File: src/pkg/slot_power_regs.svh
`ifndef SLOT_POWER_REGS_SVH
`define SLOT_POWER_REGS_SVH
// ----------------------------------------
// register byte addresses
// ----------------------------------------
`define ADDR_CTRL 12'h000
`define ADDR_COMMON 12'h004
`define ADDR_SLOT_A 12'h008
`define ADDR_SLOT_B 12'h00c
`define ADDR_IRQ_STATUS 12'h010
`define ADDR_IRQ_ENABLE 12'h014
`define ADDR_IRQ_CLEAR 12'h018
`define ADDR_FILTER_A 12'h01c
`define ADDR_FILTER_B 12'h020
// ----------------------------------------
// field positions
// ----------------------------------------
// ctrl: per slot main on bit 0/2, aux on bit 1/3
`define CTRL_MAIN_A 0
`define CTRL_AUX_A 1
`define CTRL_MAIN_B 2
`define CTRL_AUX_B 3
// common: fault a 0, fault b 1, mask 3, gpi 4..5, straps 6..7
`define CS_FAULT_A 0
`define CS_FAULT_B 1
`define CS_MASK 3
`define CS_GPI_A 4
`define CS_GPI_B 5
`define CS_STRAP_LO 6
`define CS_STRAP_HI 7
// slot status: main fault 0, aux fault 1, main on 2, aux on 3
`define ST_MAIN_FLT 0
`define ST_AUX_FLT 1
`define ST_MAIN_ON 2
`define ST_AUX_ON 3
// irq status, enable and clear: main a 0, aux a 1, main b 2, aux b 3
`define IRQ_MAIN_A 0
`define IRQ_AUX_A 1
`define IRQ_MAIN_B 2
`define IRQ_AUX_B 3
// ----------------------------------------
// reset values and timing
// ----------------------------------------
`define FILTER_RESET 16'h01f4
`define CS_MASK_RESET 1'b0
`define IRQ_EN_RESET 4'hf
`endif

File: src/pkg/slot_power_pkg.sv
package slot_power_pkg;
    typedef logic [15:0] filter_count_type;
endpackage

File: src/logic/dual_slot_power_fault_logic.sv
`timescale 1ns/100ps
`include "slot_power_regs.svh"
// Contract
// RL1: rising edge of main enable switches slot main outputs on.
// RL2: main enable low after fault clears main fault latches.
// RL3: rising edge of aux enable switches slot aux output on.
// RL4: aux enable low after fault clears aux fault latch.
// RL5: with bus power control, system ties both enable pins low.
// RL6: breaker trips only after current limit lasts the filter period.
// RL7: fault output asserted whenever slot breaker trips.
// RL8: main-caused fault output released by main enable low.
// RL9: aux-caused fault output released by aux enable low.
// RL10: both faults need both enables low to release fault output.
// RL11: general purpose inputs read as common status bits 4 and 5.
// RL12: bus base address comes from two strap inputs, open is high.
// RL13: interrupt output asserted on power fault when mask bit is zero.
// RL14: host writes back set fault bits to release interrupt.
// RL15: gate drive pulled low at once on any slot fault; main_gate_on drops on a main trip only, not on an aux fault.
// RL16: writing one to a set fault bit clears it; zero no change.
module dual_slot_power_fault_logic (
    input wire logic pclk, // 50 MHz clock
    input wire logic presetn, // async reset, active low
    input wire logic psel, // apb select
    input wire logic penable, // apb access phase
    input wire logic pwrite, // apb direction
    input wire logic [11:0] paddr, // apb byte address
    input wire logic [31:0] pwdata, // apb write data
    output logic [31:0] prdata, // apb read data
    output logic pready, // apb ready
    output logic pslverr, // apb error
    input wire logic [1:0] main_enable_input, // main enable per slot
    input wire logic [1:0] aux_power_enable_input, // aux enable per slot
    input wire logic [1:0] current_limit, // slot in current limit
    input wire logic [1:0] main_hard_fault, // main uv or overtemp
    input wire logic [1:0] aux_current_limit, // aux in current limit
    input wire logic [1:0] aux_hard_fault, // aux short or overtemp
    input wire logic [1:0] general_purpose_input, // gpi levels
    input wire logic address_strap_high, // strap, high when open
    input wire logic address_strap_low, // strap, high when open
    output logic [1:0] main_gate_on, // main gate drive per slot
    output logic [1:0] aux_supply_output, // aux switch on per slot
    output logic [1:0] fault_out_o, // fault pin out, always 0
    output logic [1:0] fault_oe_n, // fault pin enable, low drives
    output logic int_out_o, // interrupt pin out, always 0
    output logic int_oe_n, // interrupt pin enable, low drives
    output logic [1:0] bus_address // strap-derived base address
);
    // ----------------------------------------
    // bus decode
    // ----------------------------------------
    logic wr_en;
    logic rd_en;
    logic [3:0] ctrl_q;
    logic mask_q;
    logic [3:0] irq_en_q;
    slot_power_pkg::filter_count_type filter_q [2];
    // each bit is driven by its own slot channel, hence nets
    wire logic [1:0] main_flt_q;
    wire logic [1:0] aux_flt_q;
    wire logic [1:0] main_on_q;
    wire logic [1:0] aux_on_q;
    logic [1:0] main_clr;
    logic [1:0] aux_clr;
    logic [3:0] irq_status;
    logic [31:0] rd_d;
    logic known;

    assign wr_en = psel && penable && pwrite;
    assign rd_en = psel && !penable && !pwrite;
    assign pready = 1'b1;

    always_comb begin
        known = 1'b1;
        rd_d = 32'h0000_0000;
        unique case (paddr)
            `ADDR_CTRL: rd_d[3:0] = ctrl_q;
            // gpi levels and straps readable
            // RL11: gpi status bits
            `ADDR_COMMON: begin
                rd_d[`CS_FAULT_A] = main_flt_q[0] | aux_flt_q[0];
                rd_d[`CS_FAULT_B] = main_flt_q[1] | aux_flt_q[1];
                rd_d[`CS_MASK] = mask_q;
                rd_d[`CS_GPI_A] = general_purpose_input[0];
                rd_d[`CS_GPI_B] = general_purpose_input[1];
                rd_d[`CS_STRAP_LO] = address_strap_low;
                rd_d[`CS_STRAP_HI] = address_strap_high;
            end
            `ADDR_SLOT_A: begin
                rd_d[`ST_MAIN_FLT] = main_flt_q[0];
                rd_d[`ST_AUX_FLT] = aux_flt_q[0];
                rd_d[`ST_MAIN_ON] = main_on_q[0];
                rd_d[`ST_AUX_ON] = aux_on_q[0];
            end
            `ADDR_SLOT_B: begin
                rd_d[`ST_MAIN_FLT] = main_flt_q[1];
                rd_d[`ST_AUX_FLT] = aux_flt_q[1];
                rd_d[`ST_MAIN_ON] = main_on_q[1];
                rd_d[`ST_AUX_ON] = aux_on_q[1];
            end
            `ADDR_IRQ_STATUS: rd_d[3:0] = irq_status;
            `ADDR_IRQ_ENABLE: rd_d[3:0] = irq_en_q;
            `ADDR_IRQ_CLEAR: rd_d = 32'h0000_0000;
            `ADDR_FILTER_A: rd_d[15:0] = filter_q[0];
            `ADDR_FILTER_B: rd_d[15:0] = filter_q[1];
            default: known = 1'b0;
        endcase
    end

    assign pslverr = psel && penable && !known;

    always_ff @(posedge pclk or negedge presetn) begin
        if (!presetn) begin
            prdata <= 32'h0000_0000;
        end else if (rd_en) begin
            prdata <= rd_d;
        end
    end

    // ----------------------------------------
    // configuration registers
    // ----------------------------------------
    always_ff @(posedge pclk or negedge presetn) begin
        if (!presetn) begin
            ctrl_q <= 4'h0;
            mask_q <= `CS_MASK_RESET;
            irq_en_q <= `IRQ_EN_RESET;
            filter_q[0] <= `FILTER_RESET;
            filter_q[1] <= `FILTER_RESET;
        end else if (wr_en) begin
            unique case (paddr)
                `ADDR_CTRL: ctrl_q <= pwdata[3:0];
                `ADDR_COMMON: mask_q <= pwdata[`CS_MASK];
                `ADDR_IRQ_ENABLE: irq_en_q <= pwdata[3:0];
                `ADDR_FILTER_A: filter_q[0] <= pwdata[15:0];
                `ADDR_FILTER_B: filter_q[1] <= pwdata[15:0];
                default: ;
            endcase
        end
    end

    // ----------------------------------------
    // fault clear strobes
    // ----------------------------------------
    // two ways to clear: echo on the slot status or the irq clear word
    // RL16: write one clears
    always_comb begin
        main_clr = 2'b00;
        aux_clr = 2'b00;
        if (wr_en && paddr == `ADDR_SLOT_A) begin
            main_clr[0] = pwdata[`ST_MAIN_FLT];
            aux_clr[0] = pwdata[`ST_AUX_FLT];
        end
        if (wr_en && paddr == `ADDR_SLOT_B) begin
            main_clr[1] = pwdata[`ST_MAIN_FLT];
            aux_clr[1] = pwdata[`ST_AUX_FLT];
        end
        if (wr_en && paddr == `ADDR_IRQ_CLEAR) begin
            main_clr = {pwdata[`IRQ_MAIN_B], pwdata[`IRQ_MAIN_A]};
            aux_clr = {pwdata[`IRQ_AUX_B], pwdata[`IRQ_AUX_A]};
        end
    end

    // ----------------------------------------
    // per-slot channels
    // ----------------------------------------
    // slots share only the bus, so a fault on one never touches the other
    slot_power_channel i_slot_a (
        .pclk(pclk),
        .presetn(presetn),
        .main_pin(main_enable_input[0]),
        .aux_pin(aux_power_enable_input[0]),
        .main_ctrl(ctrl_q[`CTRL_MAIN_A]),
        .aux_ctrl(ctrl_q[`CTRL_AUX_A]),
        .current_limit(current_limit[0]),
        .main_hard_fault(main_hard_fault[0]),
        .aux_current_limit(aux_current_limit[0]),
        .aux_hard_fault(aux_hard_fault[0]),
        .filter(filter_q[0]),
        .main_clr(main_clr[0]),
        .aux_clr(aux_clr[0]),
        .main_on_q(main_on_q[0]),
        .aux_on_q(aux_on_q[0]),
        .main_flt_q(main_flt_q[0]),
        .aux_flt_q(aux_flt_q[0])
    );

    slot_power_channel i_slot_b (
        .pclk(pclk),
        .presetn(presetn),
        .main_pin(main_enable_input[1]),
        .aux_pin(aux_power_enable_input[1]),
        .main_ctrl(ctrl_q[`CTRL_MAIN_B]),
        .aux_ctrl(ctrl_q[`CTRL_AUX_B]),
        .current_limit(current_limit[1]),
        .main_hard_fault(main_hard_fault[1]),
        .aux_current_limit(aux_current_limit[1]),
        .aux_hard_fault(aux_hard_fault[1]),
        .filter(filter_q[1]),
        .main_clr(main_clr[1]),
        .aux_clr(aux_clr[1]),
        .main_on_q(main_on_q[1]),
        .aux_on_q(aux_on_q[1]),
        .main_flt_q(main_flt_q[1]),
        .aux_flt_q(aux_flt_q[1])
    );

    assign main_gate_on = main_on_q;
    assign aux_supply_output = aux_on_q;

    // ----------------------------------------
    // fault and interrupt pins
    // ----------------------------------------
    // RL7: fault pin follows latches
    // RL8: main release
    // RL9: aux release
    // RL10: both must clear
    assign fault_oe_n = ~(main_flt_q | aux_flt_q);
    assign fault_out_o = 2'b00;

    assign irq_status = {aux_flt_q[1], main_flt_q[1],
                         aux_flt_q[0], main_flt_q[0]};
    // RL13: masked interrupt
    // RL14: released by echo reset
    assign int_oe_n = !(!mask_q && |(irq_status & irq_en_q));
    assign int_out_o = 1'b0;

    // RL12: strap address
    assign bus_address = {address_strap_high, address_strap_low};

endmodule // dual_slot_power_fault_logic

// ----------------------------------------
// one slot: enable edges, filter timer, fault latches
// ----------------------------------------
module slot_power_channel (
    input wire logic pclk, // clock
    input wire logic presetn, // async reset, active low
    input wire logic main_pin, // main enable pin
    input wire logic aux_pin, // aux enable pin
    input wire logic main_ctrl, // main enable control bit
    input wire logic aux_ctrl, // aux enable control bit
    input wire logic current_limit, // main in current limit
    input wire logic main_hard_fault, // main uv or overtemp
    input wire logic aux_current_limit, // aux in current limit
    input wire logic aux_hard_fault, // aux short or overtemp
    input wire logic [15:0] filter, // trip count
    input wire logic main_clr, // write one clear, main latch
    input wire logic aux_clr, // write one clear, aux latch
    output logic main_on_q, // main gate drive
    output logic aux_on_q, // aux switch drive
    output logic main_flt_q, // main fault latch
    output logic aux_flt_q // aux fault latch
);
    logic main_en;
    logic aux_en;
    logic main_en_q;
    logic aux_en_q;
    logic [15:0] count_q;
    logic main_trip;
    logic aux_trip;

    // pins and control bits are ored; a pin tied low leaves bus control
    assign main_en = main_pin | main_ctrl;
    assign aux_en = aux_pin | aux_ctrl;

    // RL5: tied-low pins hand over
    always_ff @(posedge pclk or negedge presetn) begin
        if (!presetn) begin
            main_en_q <= 1'b0;
            aux_en_q <= 1'b0;
        end else begin
            main_en_q <= main_en;
            aux_en_q <= aux_en;
        end
    end

    // RL6: filtered breaker trip
    // counter saturates so a long limit cannot wrap past the trip point
    always_ff @(posedge pclk or negedge presetn) begin
        if (!presetn) begin
            count_q <= 16'h0000;
        end else if (!current_limit || !main_on_q) begin
            count_q <= 16'h0000;
        end else if (count_q != filter) begin
            count_q <= count_q + 16'h0001;
        end
    end

    assign main_trip = main_on_q && (main_hard_fault ||
        (current_limit && count_q == filter));
    // aux has no filter: its limit trips at once
    assign aux_trip = aux_on_q && (aux_hard_fault || aux_current_limit);

    // RL1: main on rising edge
    always_ff @(posedge pclk or negedge presetn) begin
        if (!presetn) begin
            main_on_q <= 1'b0;
        end else if (main_trip || !main_en) begin
            // RL15: gate low on fault
            main_on_q <= 1'b0;
        end else if (main_en && !main_en_q && !main_flt_q) begin
            main_on_q <= 1'b1;
        end
    end

    // RL3: aux on rising edge
    always_ff @(posedge pclk or negedge presetn) begin
        if (!presetn) begin
            aux_on_q <= 1'b0;
        end else if (aux_trip || !aux_en) begin
            aux_on_q <= 1'b0;
        end else if (aux_en && !aux_en_q && !aux_flt_q) begin
            aux_on_q <= 1'b1;
        end
    end

    // RL2: main latch cleared by enable low; set wins
    always_ff @(posedge pclk or negedge presetn) begin
        if (!presetn) begin
            main_flt_q <= 1'b0;
        end else if (main_trip) begin
            main_flt_q <= 1'b1;
        end else if (!main_en || main_clr) begin
            main_flt_q <= 1'b0;
        end
    end

    // RL4: aux latch cleared by enable low; set wins
    always_ff @(posedge pclk or negedge presetn) begin
        if (!presetn) begin
            aux_flt_q <= 1'b0;
        end else if (aux_trip) begin
            aux_flt_q <= 1'b1;
        end else if (!aux_en || aux_clr) begin
            aux_flt_q <= 1'b0;
        end
    end

endmodule // slot_power_channel

File: config.mk
export PLATFORM = sky130hd
export DESIGN_NAME = dual_slot_power_fault_logic
export DESIGN_NICKNAME = d
export VERILOG_FILES = /design/src/pkg/slot_power_pkg.sv /design/src/logic/dual_slot_power_fault_logic.sv
export VERILOG_INCLUDE_DIRS = /design/src /design/src/pkg
export SDC_FILE = /design/constraint.sdc
export NUM_CORES = 1
export LEC_CHECK = 0
export ABC_AREA = 1
export BUFFER_PORTS_ARGS = -buffer_cell sky130_fd_sc_hd__buf_2
export CAP_MARGIN = 30
export CORE_ASPECT_RATIO = 1.75
export CORE_UTILIZATION = 30
export CTS_BUF_LIST = sky130_fd_sc_hd__clkbuf_16
export CTS_CLUSTER_DIAMETER = 50
export CTS_CLUSTER_SIZE = 24
export DETAILED_ROUTE_END_ITERATION = 6
export PLACE_DENSITY = 0.45
export SETUP_SLACK_MARGIN = 0.3
export SYNTH_ARGS = -nofsm -noshare
export SYNTH_HDL_FRONTEND = slang
export SYNTH_SLANG_ARGS = --single-unit
File: constraint.sdc
create_clock -name pclk -period 3.5 [get_ports pclk]
set_clock_uncertainty 0.05 [all_clocks]
set_input_delay 0.7 -clock pclk [delete_from_list [all_inputs] [get_ports pclk]]
set_output_delay 0.7 -clock pclk [all_outputs]
set_load 0.01 [all_outputs]
==> reports/metrics.cfg <==
[run_status]
outcome = complete, no violations

[yosys]
syn_inst = 810
synth_top_area_share_pct = 35.3
synth_top_family_by_area = simple AND/OR/NAND/NOR gates
ys.flop_type = dfrtp_1
yosysSeqAreaShare_pct = 42.3
avgSynthCellArea_um2 = 7.44
yosys_warnings = 0
synth_seq_cells = 101
async_flop_share_pct = 100
yosys.area_share.adder_pct = 0.415
yosys.area_share.simple_pct = 34.2
netlist_area_mm2 = 0.00602
yosys-top-cells-area = dfrtp_1 35%, nand2_1 15%, dfstp_2 7.0%, nand3_1 6.1%, xor2_1 6.0%
synth.distinct_cells = 39
synth_compound_area_share_pct = 6.65
synth_area_leader_cell = dfrtp_1
synthMuxAreaShare_pct = 0.332
synth_xor_xnor_area_share_pct = 6.11
synth-edff-count = 0

[timing]
tns_ps = 0
rsz0062_at_grt = no
worstMarginPinSlew_ps = 792
drv_slew = 0
fin_crit_sh_pct = 77.7
finalSetupViolCount = 0
relSlewSlack_pct = 47.1
period_needed_ps = 2720
fmax_ghz = 0.368
hold_viol = 0

[floorplanning]
start_util_pct = 30.5
die_area_mm2 = 0.0207
die_h_um = 189
rows = 68
io_pins = 111
die_w_um = 109
core_area_mm2 = 0.0197

[global_route]
grt_pass1_wl_um = 28100
grtUsageTotal_pct = 18.3
overflow = 0
antenna_found_initial = 0
first_global_vias = 5204
grt_max_degree = 51

[routing]
avgRoutedWirePerCell_um = 15.9
drcViolationCount = 0
first_pass_iters = 4
vias_per_cell = 4.64
ant_nets = 0
drt_iter0_drc = 286
vias = 5205
drt_wl_total_um = 17900

[flow_run]
drv_cap = 0

[min_path]
hold_path.class = input port to asynchronous set/reset pin

[cts]
cts_buffers = 9
cts_resized = 0
cts_num_sinks = 101
clk_pin_slew_ps = 70
htreeDepth = 3
root_buffer = clkbuf_16
clock_path_buffers = 2
cts_tree = yes
clk_latency_ps = 360
post-cts-setup-buffers = 0
hold_buffers = 0

[critical_path]
path_cells = buf_2 -> nor2_1 -> nand3_1 -> nor2_2 -> o21ai_0 -> nand4_1 -> nand3b_1 -> inv_1 -> buf_2
cpLargestDelayFamily = simple AND/OR/NAND/NOR gates
worst_path_largest_cell_delay_ps = 230
r2r_cells = 7
cpMostUsedCell = buf_2
arrival_ps = 1970
crit_buf_inv = 3
critPathSlowestCell = nor2_2
path_depth = 9
critPathRequiredTime_ps = 2750
startpoint_type = input port
cp-end-kind = output pin
critPathKind = input port to output pin
crit_fanout = 5

[placed_design]
hpwl_um = 13600
dpl_cell_area_mm2 = 0.00652
io_buffers = 74
place_congestion = 0.893

[power]
power_leakage_nw = 3.56
vdd_ir_drop_max_mv = 0.175
p_per_area_mw_per_mm2 = 356

[cells_and_area]
fillerInstances = 2142
final_common_cell = nand2_1
antenna_cells = 0
layout_common_cells = 241 x nand2_1, 85 x dfrtp_1, 79 x nor2_1
area_growth_pct = 12.7
final_core_util_pct = 34.4
drive_gt1_share_pct = 16.1
nets = 939
fin_area_mm2 = 0.00679

==> layout make-up <==
type | instances | area [µm²] | share of cell area [%]
flip-flops and latches | 101 | 2550 | 37.5
inverters | 76 | 288 | 4.24
repair buffers | 80 | 430 | 6.34
well taps | 245 | 307 | 4.52
clock buffers | 9 | 225 | 3.32
clock inverters | 7 | 43.8 | 0.645
multi-input cells | 604 | 2950 | 43.4
==> cells by family (layout without fill, tap and decap cells) <==
group | after synthesis | after routing
simple gates | 467 | 467
buf+inv | 123 | 172
flops | 101 | 101
compound gates | 71 | 71
xor+xnor | 42 | 42
fa+ha+maj | 2 | 2
other cells | 2 | 20
mux | 2 | 2
==> through the flow <==
stage	power (mW)	worst slack [ps]	hold slack, ps	std cells
floorplan	1.39	1240	354	828
CTS	2.46	771	340	1122
detailed placement	1.50	767	416	1106
global route	2.53	674	357	1122
finish	2.42	781	324	1122
global placement	1.50	821	415	1106
==> worst reg2reg max path: stages (launching register included) <==
cell	delay, ps
dfrtp_1	530
ha_1	310
nand2_1	110
nor3_1	280
nand3_1	130
xor2_1	170
nand3_1	60
o21ai_0	110
==> sequential cells by signal (all words and copies together) (netlist names), 4 cells and up <==
signal            flops
prdata               16
irq_en_q              4
i_slot_b.count_q     16
filter_q             32
i_slot_a.count_q     16
ctrl_q                4
==> synthesized netlist by cell type, drive strengths merged (2+ instances only) <==
master,count
o21ai,55
nand4,29
or2,6
a21oi,5
nor2,88
xor2,41
a31oi,8
nor3,19
nand2,247
inv,74
clkbuf,3
buf,44
nor3b,2
conb,2
ha,2
mux2i,2
dfrtp,85
clkinv,2
dfstp,16
nand3,74
==> worst paths after layout <==
path	slack (ps)	to	startpoint
setup / recovery	780	pslverr	paddr[7]
hold reg to reg	430	prdata[2]	prdata[2]
max in group asynchronous	2210	prdata[14]	presetn
min in group pclk	430	prdata[2]	prdata[2]
setup reg to reg	1640	i_slot_b.count_q[14]	i_slot_b.count_q[0]
hold / removal	320	i_slot_b.count_q[12]	presetn
==> routing by layer <==
layer  GRT usage [%]  wire length (µm)  up-vias
li1                -                 -     2685
met1            20.0              7220     2369
met2            33.7              9540      123
met3            2.62               479       28
met4            8.52               649        0
met5               0                 0        -
==> report_power, final <==
group / internal (mW) / switching [mW]
registers: 1.20 / 0.0357
clock network: 0.480 / 0.468
logic: 0.0769 / 0.159
Power figures use the tool's default switching activity.
